## config.mk

```make
export PLATFORM = sky130hd
export DESIGN_NAME = pgs_top
export DESIGN_NICKNAME = d
export VERILOG_FILES = /design/src/hw/pgs_pkg.sv /design/src/hw/pgs_top.sv
export VERILOG_INCLUDE_DIRS = /design/src /design/src/hw
export SDC_FILE = /design/constraint.sdc
export NUM_CORES = 1
export LEC_CHECK = 0
export ABC_CLOCK_PERIOD_IN_PS = 2550
export BUFFER_PORTS_ARGS = -buffer_cell sky130_fd_sc_hd__buf_2
export CAP_MARGIN = 40
export CORE_MARGIN = 8
export CORE_UTILIZATION = 52
export DETAILED_ROUTE_END_ITERATION = 7
export HOLD_SLACK_MARGIN = 0.15
export PLACE_DENSITY = 0.79
export SLEW_MARGIN = 5
export SYNTH_ARGS = -nofsm -noshare
export SYNTH_HDL_FRONTEND = slang
export SYNTH_SLANG_ARGS = --single-unit
```

## constraint.sdc

```tcl
create_clock -name sys_clk_i -period 2.55 [get_ports sys_clk_i]
set_input_delay 0.1275 -clock sys_clk_i [delete_from_list [all_inputs] [get_ports sys_clk_i]]
set_output_delay 0.1275 -clock sys_clk_i [all_outputs]
set_load 0.005 [all_outputs]
```

## src/hw/pgs_consts.svh

```systemverilog
// Purpose: constants of the power-good timer and skip control block
// Assumes: 100 MHz system clock
// Notes:   times are kept in their own unit, cycle counts derive from them
`ifndef PGS_CONSTS_SVH
`define PGS_CONSTS_SVH
`define PGS_CLK_HZ      100000000
`define PGS_POR_MS      2
`define PGS_POR_CYC     (`PGS_POR_MS * (`PGS_CLK_HZ / 1000))
`define PGS_FLT_NS      6500
`define PGS_FLT_CYC     ((`PGS_FLT_NS * (`PGS_CLK_HZ / 1000000)) / 1000)
`define PGS_FSW_KHZ     1600
`define PGS_PER_CYC     (`PGS_CLK_HZ / (`PGS_FSW_KHZ * 1000))
`define PGS_ZC_ENTER    8
`define PGS_CTRL_OFS    12'h000
`define PGS_STAT_OFS    12'h004
`define PGS_CTRL_RST    2'h0
`define PGS_CTRL_FPWM   0
`define PGS_CTRL_SWRST  1
`define PGS_ST_WIN      0
`define PGS_ST_POR      1
`define PGS_ST_SKIP     2
`define PGS_ST_EN       3
`define PGS_ST_ZC_LSB   4
`define PGS_ST_SW_LSB   8
`endif

```

## src/hw/pgs_pkg.sv

```systemverilog
// Purpose: types of the power-good timer and skip control block
// Assumes: nothing
// Notes:   comparator and pin inputs travel as one packed struct
package pgs_pkg;
   typedef enum logic [1:0] {SW_OFF, SW_HS, SW_LS, SW_IDLE} pgs_sw_e;
   typedef struct packed {
      logic lo_rise;   // above 92 % of nominal
      logic lo_fall;   // below 88 %
      logic hi_rise;   // above 112 %
      logic hi_fall;   // below 107 %
      logic ipk_trip;  // pwm current comparator
      logic zc;        // low-side current crossed zero
      logic i20_trip;  // high-side current at 20 % of limit
      logic vo_hi15;   // output 1.5 % above nominal
      logic vo_nom;    // output at or below nominal
      logic vo_lo15;   // output 1.5 % below nominal
      logic en;        // enable pin
      logic skip_sel;  // light-load mode select pin
      logic mr;        // manual reset input
   } pgs_in_s;
endpackage : pgs_pkg

```

## src/hw/pgs_top.sv

```systemverilog
// Purpose: power-good delay timer, window filter and switching sequencer
// Assumes: comparators and pins are level inputs, one 100 MHz clock
// Notes:   apb slave with zero wait states, pready always high
//
// The implementer's own choices: the address map and register access over APB.
`timescale 1ns/1ns
`include "pgs_consts.svh"

module pgs_top
   import pgs_pkg::*;
#(
   parameter int POR_CYC = `PGS_POR_CYC
) (
   input  wire logic          sys_clk_i,            // system clock
   input  wire logic          rst_i,                // async reset, active high
   input  wire pgs_in_s       cmp_i,                // comparators and pins
   input  wire logic          manual_reset_input_i, // raw manual reset pin
   output logic               por_good_o,           // power-good, high when good
   output logic               hs_on_o,              // high-side switch on
   output logic               ls_on_o,              // low-side switch on
   output logic               discharge_o,          // output discharge on
   output logic               skip_mode_o,          // pulse-skip mode active
   input  wire logic          psel_i,               // apb select
   input  wire logic          penable_i,            // apb enable
   input  wire logic          pwrite_i,             // apb write
   input  wire logic [11:0]   paddr_i,              // apb byte address
   input  wire logic [31:0]   pwdata_i,             // apb write data
   output logic [31:0]        prdata_o,             // apb read data
   output logic               pready_o,             // apb ready
   output logic               pslverr_o             // apb error
);
   localparam int FLT_CYC = `PGS_FLT_CYC;
   localparam int PER_CYC = `PGS_PER_CYC;
   localparam int IW      = $bits(pgs_in_s);

   // ****************************************************************
   // input synchronisers
   // ****************************************************************
   logic [IW-1:0] s1_q;
   logic [IW-1:0] s2_q;
   pgs_in_s       in_s;

   genvar gi;
   generate
      for (gi = 0; gi < IW; gi++) begin : g_sync
         always_ff @(posedge sys_clk_i or posedge rst_i) begin
            if (rst_i) begin
               s1_q[gi] <= 1'b0;
               s2_q[gi] <= 1'b0;
            end else begin
               s1_q[gi] <= cmp_i[gi];
               s2_q[gi] <= s1_q[gi];
            end
         end
      end
   endgenerate
   assign in_s = pgs_in_s'(s2_q);

   // ****************************************************************
   // apb registers
   // ****************************************************************
   logic [1:0]  ctrl_q;
   logic        force_pwm;
   logic        mr_eff;
   logic        skip_ok;
   logic        en_s;
   logic        win_q;
   logic        por_q;
   logic        skip_q;
   logic [3:0]  zc_cnt_q;
   pgs_sw_e     st_q;
   logic        stat_hit;
   logic        ctrl_hit;

   assign en_s      = in_s.en;
   assign force_pwm = ctrl_q[`PGS_CTRL_FPWM];
   assign mr_eff    = in_s.mr | ctrl_q[`PGS_CTRL_SWRST];
   assign skip_ok   = in_s.skip_sel & ~force_pwm;
   assign ctrl_hit  = paddr_i == `PGS_CTRL_OFS;
   assign stat_hit  = paddr_i == `PGS_STAT_OFS;
   assign pready_o  = 1'b1;
   assign pslverr_o = psel_i & penable_i & ~ctrl_hit & ~stat_hit;

   always_ff @(posedge sys_clk_i or posedge rst_i) begin
      if (rst_i) begin
         ctrl_q <= `PGS_CTRL_RST;
      end else if (psel_i && penable_i && pwrite_i && ctrl_hit) begin
         ctrl_q <= pwdata_i[1:0];
      end
   end

   // read data is captured in the setup cycle
   always_ff @(posedge sys_clk_i or posedge rst_i) begin
      if (rst_i) begin
         prdata_o <= 32'h0;
      end else if (psel_i && !penable_i) begin
         prdata_o <= 32'h0;
         if (ctrl_hit) begin
            prdata_o[1:0] <= ctrl_q;
         end else if (stat_hit) begin
            prdata_o[`PGS_ST_WIN]  <= win_q;
            prdata_o[`PGS_ST_POR]  <= por_q;
            prdata_o[`PGS_ST_SKIP] <= skip_q;
            prdata_o[`PGS_ST_EN]   <= en_s;
            prdata_o[`PGS_ST_ZC_LSB +: 4] <= zc_cnt_q;
            prdata_o[`PGS_ST_SW_LSB +: 2] <= st_q;
         end
      end
   end

   // ****************************************************************
   // window comparators and filter
   // ****************************************************************
   logic       lo_ok_q;
   logic       hi_bad_q;
   logic       win_raw;
   logic [9:0] flt_q;

   always_ff @(posedge sys_clk_i or posedge rst_i) begin
      if (rst_i) begin
         lo_ok_q  <= 1'b0;
         hi_bad_q <= 1'b0;
      end else begin
         if (in_s.lo_rise) begin
            lo_ok_q <= 1'b1;
         end else if (in_s.lo_fall) begin
            lo_ok_q <= 1'b0;
         end
         if (in_s.hi_rise) begin
            hi_bad_q <= 1'b1;
         end else if (in_s.hi_fall) begin
            hi_bad_q <= 1'b0;
         end
      end
   end
   assign win_raw = lo_ok_q & ~hi_bad_q;

   always_ff @(posedge sys_clk_i or posedge rst_i) begin
      if (rst_i) begin
         win_q <= 1'b0;
         flt_q <= 10'h0;
      end else if (win_raw == win_q) begin
         flt_q <= 10'h0;
      end else if (flt_q == 10'(FLT_CYC - 1)) begin
         win_q <= win_raw;
         flt_q <= 10'h0;
      end else begin
         flt_q <= flt_q + 10'h1;
      end
   end

   // ****************************************************************
   // power-good delay timer
   // ****************************************************************
   logic [17:0] por_cnt_q;
   logic        por_clr;

   assign por_clr = ~en_s | mr_eff | ~win_q;

   always_ff @(posedge sys_clk_i or posedge rst_i) begin
      if (rst_i) begin
         por_cnt_q <= 18'h0;
         por_q     <= 1'b0;
      end else if (por_clr) begin
         por_cnt_q <= 18'h0;
         por_q     <= 1'b0;
      end else if (por_cnt_q == 18'(POR_CYC - 1)) begin
         por_q     <= 1'b1;
      end else begin
         por_cnt_q <= por_cnt_q + 18'h1;
      end
   end
   // raw pin gates the output so a reset needs no clock edge
   assign por_good_o = por_q & ~manual_reset_input_i;

   // ****************************************************************
   // switching cycle clock and sequencer
   // ****************************************************************
   logic [5:0] per_q;
   logic       tick;
   logic       hold_q;
   logic       zc_seen_q;
   pgs_sw_e    st_d;

   assign tick = per_q == 6'(PER_CYC - 1);

   always_ff @(posedge sys_clk_i or posedge rst_i) begin
      if (rst_i) begin
         per_q <= 6'h0;
      end else if (!en_s || tick) begin
         per_q <= 6'h0;
      end else begin
         per_q <= per_q + 6'h1;
      end
   end

   always_comb begin
      st_d = st_q;
      if (!en_s) begin
         st_d = SW_OFF;
      end else if (tick) begin
         st_d = (skip_q && hold_q) ? SW_IDLE : SW_HS;
      end else begin
         unique case (st_q)
            SW_OFF, SW_IDLE: begin
               st_d = st_q;
            end
            SW_HS: begin
               if (in_s.ipk_trip) begin
                  st_d = SW_LS;
               end else if (skip_q && (in_s.i20_trip || in_s.vo_hi15)) begin
                  st_d = SW_LS;
               end
            end
            SW_LS: begin
               if (skip_q && in_s.zc) begin
                  st_d = SW_IDLE;
               end
            end
         endcase
      end
   end

   always_ff @(posedge sys_clk_i or posedge rst_i) begin
      if (rst_i) begin
         st_q <= SW_OFF;
      end else begin
         st_q <= st_d;
      end
   end

   // burst halt after overshoot until output is back at nominal
   always_ff @(posedge sys_clk_i or posedge rst_i) begin
      if (rst_i) begin
         hold_q <= 1'b0;
      end else if (!skip_q) begin
         hold_q <= 1'b0;
      end else if (in_s.vo_hi15) begin
         hold_q <= 1'b1;
      end else if (in_s.vo_nom) begin
         hold_q <= 1'b0;
      end
   end

   // ****************************************************************
   // zero-cross counting and skip mode
   // ****************************************************************
   always_ff @(posedge sys_clk_i or posedge rst_i) begin
      if (rst_i) begin
         zc_seen_q <= 1'b0;
      end else if (!en_s || tick) begin
         zc_seen_q <= 1'b0;
      end else if (st_q == SW_LS && in_s.zc) begin
         zc_seen_q <= 1'b1;
      end
   end

   always_ff @(posedge sys_clk_i or posedge rst_i) begin
      if (rst_i) begin
         zc_cnt_q <= 4'h0;
         skip_q   <= 1'b0;
      end else if (!en_s || !skip_ok) begin
         zc_cnt_q <= 4'h0;
         skip_q   <= 1'b0;
      end else if (skip_q) begin
         zc_cnt_q <= 4'h0;
         if (in_s.vo_lo15) begin
            skip_q <= 1'b0;
         end
      end else if (tick) begin
         if (!zc_seen_q) begin
            zc_cnt_q <= 4'h0;
         end else if (zc_cnt_q == 4'(`PGS_ZC_ENTER - 1)) begin
            zc_cnt_q <= 4'h0;
            skip_q   <= 1'b1;
         end else begin
            zc_cnt_q <= zc_cnt_q + 4'h1;
         end
      end
   end

   assign hs_on_o     = st_q == SW_HS;
   assign ls_on_o     = st_q == SW_LS;
   assign discharge_o = ~en_s;
   assign skip_mode_o = skip_q;
endmodule : pgs_top

```

# Word level (Yosys, flattened, before mapping)

Cells that the tools add are included.

Memory bits (writable): 0
Output and inout bits: 39
Flip-flop bits (word level): 85
Memory bits (read-only): 0
Memories: 0
Logic and storage cells: 136
Bits in latches: 0
Input port bits: 63

$mul: 0
Multiplexer cells: 37
Reductions and logical operators: 24
Shifts and indexed selects: 0
Add/sub/neg operators: 4
Eq/ne operators: 14
Order comparisons: 0
Divide/modulo/power cells: 0
Bitwise gates (word level): 17

Operators with widths:

| operator                | count |
|---|---|
| $mux W18                | 2 |
| $mux W10                | 3 |
| $mux W4                 | 5 |
| $add A18 B1 Y18 const B | 1 |
| $eq A18 B18 Y1 const B  | 1 |
| $mux W1                 | 17 |
| $mux W2                 | 7 |
| $eq A12 B3 Y1 const B   | 1 |
| $logic_not A12 Y1       | 1 |
| $add A10 B1 Y10 const B | 1 |
| $eq A10 B10 Y1 const B  | 1 |
| $logic_and A1 B1 Y1     | 8 |
| $mux W8                 | 1 |
| $not A1 Y1              | 8 |
| $reduce_bool A2 Y1      | 4 |
| $add A6 B1 Y6 const B   | 1 |
| $and A1 B1 Y1           | 6 |
| $eq A6 B6 Y1 const B    | 1 |
| $mux W6                 | 1 |
| $ne A3 B3 Y1 const B    | 2 |
| $ne A5 B2 Y1 const B    | 1 |
| $add A4 B1 Y4 const B   | 1 |
| $eq A2 B2 Y1 const B    | 2 |
| $eq A4 B3 Y1 const B    | 1 |
| other kinds (13)        | 19 |

# Logic depth before layout (Yosys ltp)

Gate-level depths: netlist of the first run.

Word-level depth: 7
Depth in mapped cells: 6
Gate-level depth less buffers: 6

# Least setup slack after synthesis of the first run

OpenSTA, ideal clock, no wires.

Kind: register to register
Start point: register per_q[1]
End point: register skip_q (netlist: skip_mode_o)
Slack: 0.933 ns
Stages on the path, launching flop included: 7
Period minus slack after synthesis: 1.617 ns
Data required time: 2.463 ns
Arrival time: 1.531 ns
Library setup time: 0.087 ns
Buffers on the path: 0
Path through: dfrtp_1 inv_1 ha_1 and3_4 nand4_4 or4_4 a211oi_2

Longest elaborated chain between the ends: 4

Ends and longest elaborated chain:

| what                   | line           | source |
|---|---|---|
| from (decl)            | pgs_top.sv:179 | `logic [5:0] per_q;` |
| from (signal assigned) | pgs_top.sv:193 | `per_q <= per_q + 6'h1;` |
| $eq A6 B6 Y1           | pgs_top.sv:185 | `assign tick = per_q == 6'(PER_CYC - 1);` |
| $mux W1                | pgs_top.sv:270 | `end else if (tick) begin` |
| $mux W1                | pgs_top.sv:265 | `end else if (skip_q) begin` |
| $mux W1                | pgs_top.sv:262 | `end else if (!en_s \|\| !skip_ok) begin` |
| to (signal assigned)   | pgs_top.sv:261 | `skip_q <= 1'b0;` |
| to (signal assigned)   | pgs_top.sv:264 | `skip_q <= 1'b0;` |
| to (signal assigned)   | pgs_top.sv:268 | `skip_q <= 1'b0;` |
| to (decl)              | pgs_top.sv:69  | `logic skip_q;` |

No other way between the ends.
A chain may end at the register's enable or synchronous reset.

# Worst setup path in the final report of the first run

Same ends and word-level chain as after synthesis.

==> results of run 1 <==
==> power by group through the flow <==
stage | sequential, W | clock, W | combinational [W]
6_report | 0.00139 | 0.00102 | 0.000112
5_1_grt | 0.00139 | 0.00110 | 0.000130
4_1_cts | 0.00139 | 0.00104 | 0.000112
3_5_place_dp | 0.00142 | 0 | 0.0000937
3_3_place_gp | 0.00142 | 0 | 0.0000913
2_1_floorplan | 0.00141 | 0 | 0.0000778
==> flip-flops by register name, summed over array words and instances, names as in the netlist, 4 cells and up <==
register / flops
zc_cnt_q: 4
s1_q: 13
per_q: 6
prdata_o: 10
por_cnt_q: 18
flt_q: 10
in_s: 12
==> cell usage after synthesis, types with 6 or more instances <==
master / number
a22o_1: 10
ha_1: 8
a21oi_1: 12
nand3_1: 14
nor3_1: 8
xnor2_1: 16
nand4_1: 6
nor2_1: 39
dfrtp_1: 85
nor4_1: 8
o21ai_0: 7
nor2b_1: 6
nand2_1: 20
inv_1: 15
buf_4: 23
==> worst reg2reg max path, cell delays in order, from the launching register on <==
cell	delay, ns
dfrtp_1	0.40
inv_1	0.06
ha_1	0.13
and3_4	0.21
nand4_4	0.11
or4_4	0.50
a211oi_2	0.22
==> stage by stage <==
stage          hold WS [ns]  setup WS [ns]
5_1_grt               0.190          0.761
4_1_cts               0.173          0.839
6_report              0.180          0.843
2_1_floorplan         0.159          0.229
3_5_place_dp          0.217          0.855
3_3_place_gp          0.211          0.876
==> area by class of cell <==
cell class | instances | area, um^2
timing repair buffer | 67 | 423
tap | 96 | 120
fill | 535 | 2510
clock buffer | 10 | 128
inverter | 15 | 57.6
sequential | 85 | 2130
multi-input combinational | 228 | 1410
clock inverter | 6 | 86.3
==> final timing paths <==
path	end	cells after the start	slack (ns)	startpoint
min	ctrl_q[0]	3	0.18	penable_i
min reg2reg	in_s[10]	0	0.35	s1_q[10]
min in group asynchronous	in_s[4]	3	0.37	rst_i
max in group asynchronous	in_s[9]	4	1.39	rst_i
max reg2reg	skip_mode_o	6	0.84	per_q[1]
max	skip_mode_o	6	0.84	per_q[1]
==> layer usage <==
layer  up-vias  GRT usage, %  routed length (um)
li1       1250             -                   -
met1      1245          17.4                3040
met2        84          24.2                3200
met3        11          5.32                 539
met4         0          6.63                 128
met5         -             0                   0
==> cells by family (layout without fill, tap and decap cells) <==
kind of cell	Yosys count	after routing	synth area share, %
AOI/OAI and AO/OA	41	41	7.49
xor gates and xnor gates	21	21	4.96
adders and majority gates	8	8	2.70
buffers and inverters	43	98	6.71
DFF	85	85	57.3
muxes	8	8	2.26
other	2	23	0.202
and+or+nand+nor	127	127	18.3
==> repair_timing <==
| action | 4_1_cts | 5_1_grt |
|---|---|---|
| gates resized for setup | 0 | 0 |
| setup endpoints to repair | 0 | 0 |
| endpoints found under the hold margin | 49 | 0 |
| hold buffers | 16 | 0 |
==> results.md, run 1 <==
- Syn avg cell area: around 11 um^2
- Dpl cell area: 0.00398 mm^2
- Worst path buffer plus inverter count: 1
- Largest net degree at the start of global routing: 37
- Die area: approximately 0.010 mm^2
- Max cap viols: 0
- Pins Over Slew Limit: 0
- Starting Density: 54.0%
- PD cells: 579 mW/mm^2
- Vias per cell: roughly 5.1
- Minimum clock period: around 1.7 ns
- DR iter-0 viols: roughly 110
- Count of different cell masters after synthesis: 43
- Gp weighted congestion: between 0.8 and 0.9
- Predominant post-synthesis flop cell: dfrtp_1
- Area grow syn2layout: 17.4%
- Avg WL per Cell: ~14 um
- Ys Warns: 0
- Initial antenna violation count: 0
- # Post-CTS Setup Buffers: 0
- Worst-Skew Late Latency: about 0.35 ns
- Switch share: about 22%
- Yosys top cell area share: between 50% and 60%
- CTS Sinks: 85
- Outcome: complete, no violations
- Crit path DAT: slightly below 2 ns
- Worst Setup End Kind: flip-flop
- Slew @ Worst Pin: ~0.58 ns
- Combinational Power Share: around 4.4%
- Most common cell after layout, fill and taps aside: dfrtp_1
- Crit path max fanout: 4
- NetSw: ~0.00055 W
- Die Y-Extent: 100 um
- Area of the mapped netlist: about 0.0037 mm^2
- Post-DP HPWL: between 4 and 5 mm
- Nets: around 480
- Clock-pin slew on the worst setup and hold paths: 0.08 ns
- Power Total: ~0.0025 W
- Finished Cell Area: 0.00435 mm^2
- Chip Width: approximately 100 um
- IO Pins: between 100 and 150
- Worst min-delay path class: primary input to flip-flop
- Worst clock skew: 0.00491 ns
- CP Cell Sequence: inv_1, ha_1, and3_4, nand4_4, or4_4, a211oi_2
- Drt drc: 0
- Unrepaired setup endpoints after global routing: no
- Post-synth EDFFs: 0
- TritonCTS clock tree: yes
- GRT overflow: 0
- Critical path type: flip-flop to flip-flop
- I/O Buffers: 48
- Upper clock frequency limit: about 0.6 GHz
- DRT antenna net count: 0
- Largest area contributor in the netlist: dfrtp_1
- Share of cells above drive strength 1: about a fifth
- # diodes: 0
- Setup-failing EPs final: 0
- Clock tree buffer depth: 2
- Peak VDD IR: approximately 0.00048 V
- Via count: between 2000 and 3000
- Synth async-reset ratio: 100%
- Most frequent cells in the layout: dfrtp_1, buf_2, nor2_1, conb_1, nand2_1
- Vias in the first global route: between 2000 and 3000
- Clk pwr share: 40.4%
- Overall global routing resource usage: between 10% and 20%
- Slew margin rel.: about 61%
- TritonCTS buffer count: 9
- CP max-delay cell: or4_4
- Post-layout util: between 60% and 70%
- Flop pwr share: between 50% and 60%
- Critical path's largest stage delay: ~0.50 ns
- Crit path max-delay family: simple AND/OR/NAND/NOR gates
- Synth Register Bits: between 80 and 90
- Cell Rows: 30
- Post-Syn Instances: roughly 340
- Internal Power: around 0.0020 W
- Root buf cell: clkbuf_8
- CTS H-tree lvls: 3
- CP required: 2.82 ns
- Setup TNS: 0 ns
- Layout Cells excl Fill: just over 500
- Core area: 0.00687 mm^2
- Leakage power: about 2.0 nW
- Top post-synthesis cells by area: dfrtp_1, buf_4, nor2_1
- Sequential-to-total area share from yosys stat: ~57%
- Final period util: 66.9%
- Final hold violations: 0
- First-pass GRT wire length: ~12 mm
- Setup crit start kind: flip-flop
- Drt pass-1 iters: 4
- Final wirelength: 6.90 mm
- Placed cells: approximately 480
Note: power is estimated with default switching activity, not from simulation.
==> run 2: changes to the inputs <==
Settings changed: ABC_AREA set to 1, ABC_CLOCK_PERIOD_IN_PS 2550 to 1600, CORE_UTILIZATION 52 to 53, PLACE_DENSITY 0.79 to 0.8.
Clock period 2.55 ns to 1.6 ns, I/O delays scaled along.
==> run 2 against run 1 <==
Effect of this change: die area is 4.2% higher; sequential cell count stayed put; routed wire length is 17% higher; largest power group unchanged; total power is 53% higher.
==> results.md, run 2 <==
- Outcome: complete, no violations
- CP Cell Sequence: dlygate4sd3_1, buf_2, nand3_2, nor2_2, nand3_1, nand2_1, nand2_1, dlygate4sd3_1, nand2_1
- Die area: around 0.011 mm^2
- CTS Sinks: 85
- Synth Area in XOR/XNOR: under 10%
- Setup-failing EPs final: 0
- Vias in the first global route: between 3000 and 4000
- Clock tree buffer depth: 2
- Crit path max-delay family: buffers and inverters
- Largest register by flop count: por_cnt_q
- Flop pwr share: 57.9%
- Setup crit start kind: primary input
- I/O Buffers: 48
- IO Pins: a little over 100
- Cell Rows: 31
- Top post-synthesis cells by area: dfrtp_1, nand2_1, nor2_1
- Vias per cell: just under 5
- Starting Density: a little over half
- DR iter-0 viols: approximately 160
- Peak VDD IR: between 0.0006 and 0.0007 V
- Compound-Gate Fraction of Synth Area: between 4 and 5%
- Layout Cells excl Fill: 636
- Syn avg cell area: roughly 8.8 um^2
- Predominant post-synthesis flop cell: dfrtp_1
- Crit path DAT: approximately 1.8 ns
- # diodes: 0
- Post-Syn Instances: ~450
- Pre-CTS setup slack: around 0.17 ns
- Mux share of post-synthesis cell area: 0%
- Largest net degree at the start of global routing: 86
- Post-synth EDFFs: 0
- Chip Width: 103 um
- Largest family of logic cells by synthesized area: simple AND/OR/NAND/NOR gates
- Area of the mapped netlist: between 0.003 and 0.004 mm^2
- Gp weighted congestion: ~0.87
- Worst clock skew: between 0.01 and 0.015 ns
- Via count: about 3100
- Yosys top cell area share: a little over half
- Setup WS post-layout: a little over 0.08 ns
- Post-synth top cells: nand2_1, dfrtp_1, nor2_1
- Share of cells above drive strength 1: roughly a fifth
- Die Y-Extent: 103 um
- Critical path type: primary input to flip-flop
- Post-synthesis simple-gate area fraction: a little over a quarter
- First-pass GRT wire length: ~14 mm
- Count of different cell masters after synthesis: 34
- CP max-delay cell: dlygate4sd3_1
- Combinational Power Share: under 10%
- TritonCTS clock tree: yes
- Worst min-delay path class: primary input to flip-flop
- Initial antenna violation count: 0
- Switch share: about 25%
- Most frequent cells in the layout: nand2_1, dfrtp_1, nor2_1, buf_2, inv_1
- Power Total: slightly below 0.004 W
- Area share of fa/ha/maj cells after synthesis: under 10%
- Leakage power: around 2.3 nW
- Setup TNS: 0 ns
- Upper clock frequency limit: 0.658 GHz
- Drt drc: 0
- Minimum clock period: 1.52 ns
- Critical path's largest stage delay: around 0.57 ns
- Largest register FFs: 18
- Synth Register Bits: 85
- CTS H-tree lvls: 3
- Most common cell after layout, fill and taps aside: nand2_1
- Crit path max fanout: 2
- Clk pwr share: around a third
- Final hold violations: 0
- GRT overflow: 0
- Worst Setup End Kind: flip-flop
- Drt pass-1 iters: 4
- Sequential-to-total area share from yosys stat: approximately 54%
- Root buf cell: clkbuf_8
- Avg WL per Cell: 12.7 um
- Synth async-reset ratio: between 90% and 100%
- Post-DP HPWL: ~5.8 mm
- DRT antenna net count: 0
- Nets: 603
- NetSw: a little under 0.001 W
- Worst flop-to-flop path startpoint: flt_q[0]
- Area grow syn2layout: 18.9%
- Max cap viols: 0
- Most frequent CP cell: nand2_1
- Placed cells: about 600
- Worst Setup SP: paddr_i[2]
- Overall global routing resource usage: between 10% and 20%
- Ys Warns: 0
- Clock-pin slew on the worst setup and hold paths: roughly 0.090 ns
- Final wirelength: around 8 mm
- CP required: between 1.5 and 2 ns
- # fillers: a little under 600
- Hold_ws: 0.148 ns
- Hold Path Origin: paddr_i[0]
- Most frequent cell after synthesis: nand2_1
- Worst-Skew Late Latency: roughly 0.36 ns
- Worst path buffer plus inverter count: 3
- TritonCTS buffer count: 9
- Core area: 0.00725 mm^2
- PD cells: 819 mW/mm^2
- Final period util: a little over nine tenths
- Pins Over Slew Limit: 0
- # Post-CTS Setup Buffers: 0
- Internal Power: just under 0.003 W
- Largest area contributor in the netlist: dfrtp_1
## run 2: cell count changes in the layout (fill, tap and decap cells not counted), moves of 8 or more
| cell | previous run | this run |
|---|---|---|
| nand3_1 | 14 | 35 |
| nor2_2 | 0 | 9 |
| nor4_1 | 8 | 0 |
| xnor2_1 | 16 | 3 |
| nor2_1 | 39 | 52 |
| inv_1 | 14 | 42 |
| nand2_1 | 20 | 97 |
| a22o_1 | 10 | 0 |
## run 2: through the flow
step,util (%),cell area (um^2)
after global routing,65.1,4720
after CTS,64.8,4700
after floorplan,-,4050
after detailed placement,59.3,4300
after global placement,59.3,4300
final,65.1,4720
## run 2: cell type report
type,count,area [um^2],area share (%)
flip-flops and latches,85,2130,45.1
multi-input cells,311,1570,33.3
repair buffers,76,531,11.2
inverters,49,188,3.98
clock buffers,10,128,2.70
well taps,99,124,2.62
clock inverters,6,48.8,1.03
## run 2: kinds of logic after synthesis
logic type,after synthesis
adder cells (fa/ha/maj),8
AND/OR/NAND/NOR,234
XOR/XNOR,10
other,2
AO/OA/AOI/OAI,36
flip-flops,85
buffers and inverters,74
## run 2: power by group through the flow
stage / clock [W] / combinational (W) / sequential [W]
5_1_grt: 0.00150 / 0.000309 / 0.00224
4_1_cts: 0.00141 / 0.000265 / 0.00224
2_1_floorplan: 0 / 0.000178 / 0.00227
6_report: 0.00136 / 0.000269 / 0.00224
3_3_place_gp: 0 / 0.000223 / 0.00227
3_5_place_dp: 0 / 0.000230 / 0.00228
## run 2: worst register-to-register path, cell delays in order (launching register included)
cell	delay (ns)
dfrtp_2	0.43
ha_1	0.19
nand2_1	0.10
nor2_1	0.21
nand2_1	0.09
o21ai_0	0.19
a21oi_1	0.09
## run 2: what timing repair did
action | in CTS | in global routing
endpoints found under the setup margin | 0 | 4
endpoints found under the hold margin | 109 | 0
hold buffers | 22 | 0
resized for setup | 0 | 7
## run 2: path summary, 6_finish.rpt
check / end / slack (ns) / cells after the start
min in group asynchronous: in_s[10] / 0.35 / 4
worst min register to register: in_s[12] / 0.34 / 0
worst max-delay path: prdata_o[0] / 0.08 / 9
max in group asynchronous: por_cnt_q[5] / 0.87 / 4
worst min-delay path: prdata_o[2] / 0.15 / 6
worst max register to register: flt_q[8] / 0.18 / 6
## run 2: per-layer routing
metal	track usage [%]	vias to the layer above	share of wire, %
met5	0	-	0
met4	7.34	0	1.4
met3	5.60	10	7.9
met2	27.9	96	49
met1	19.5	1464	42
li1	-	1554	-
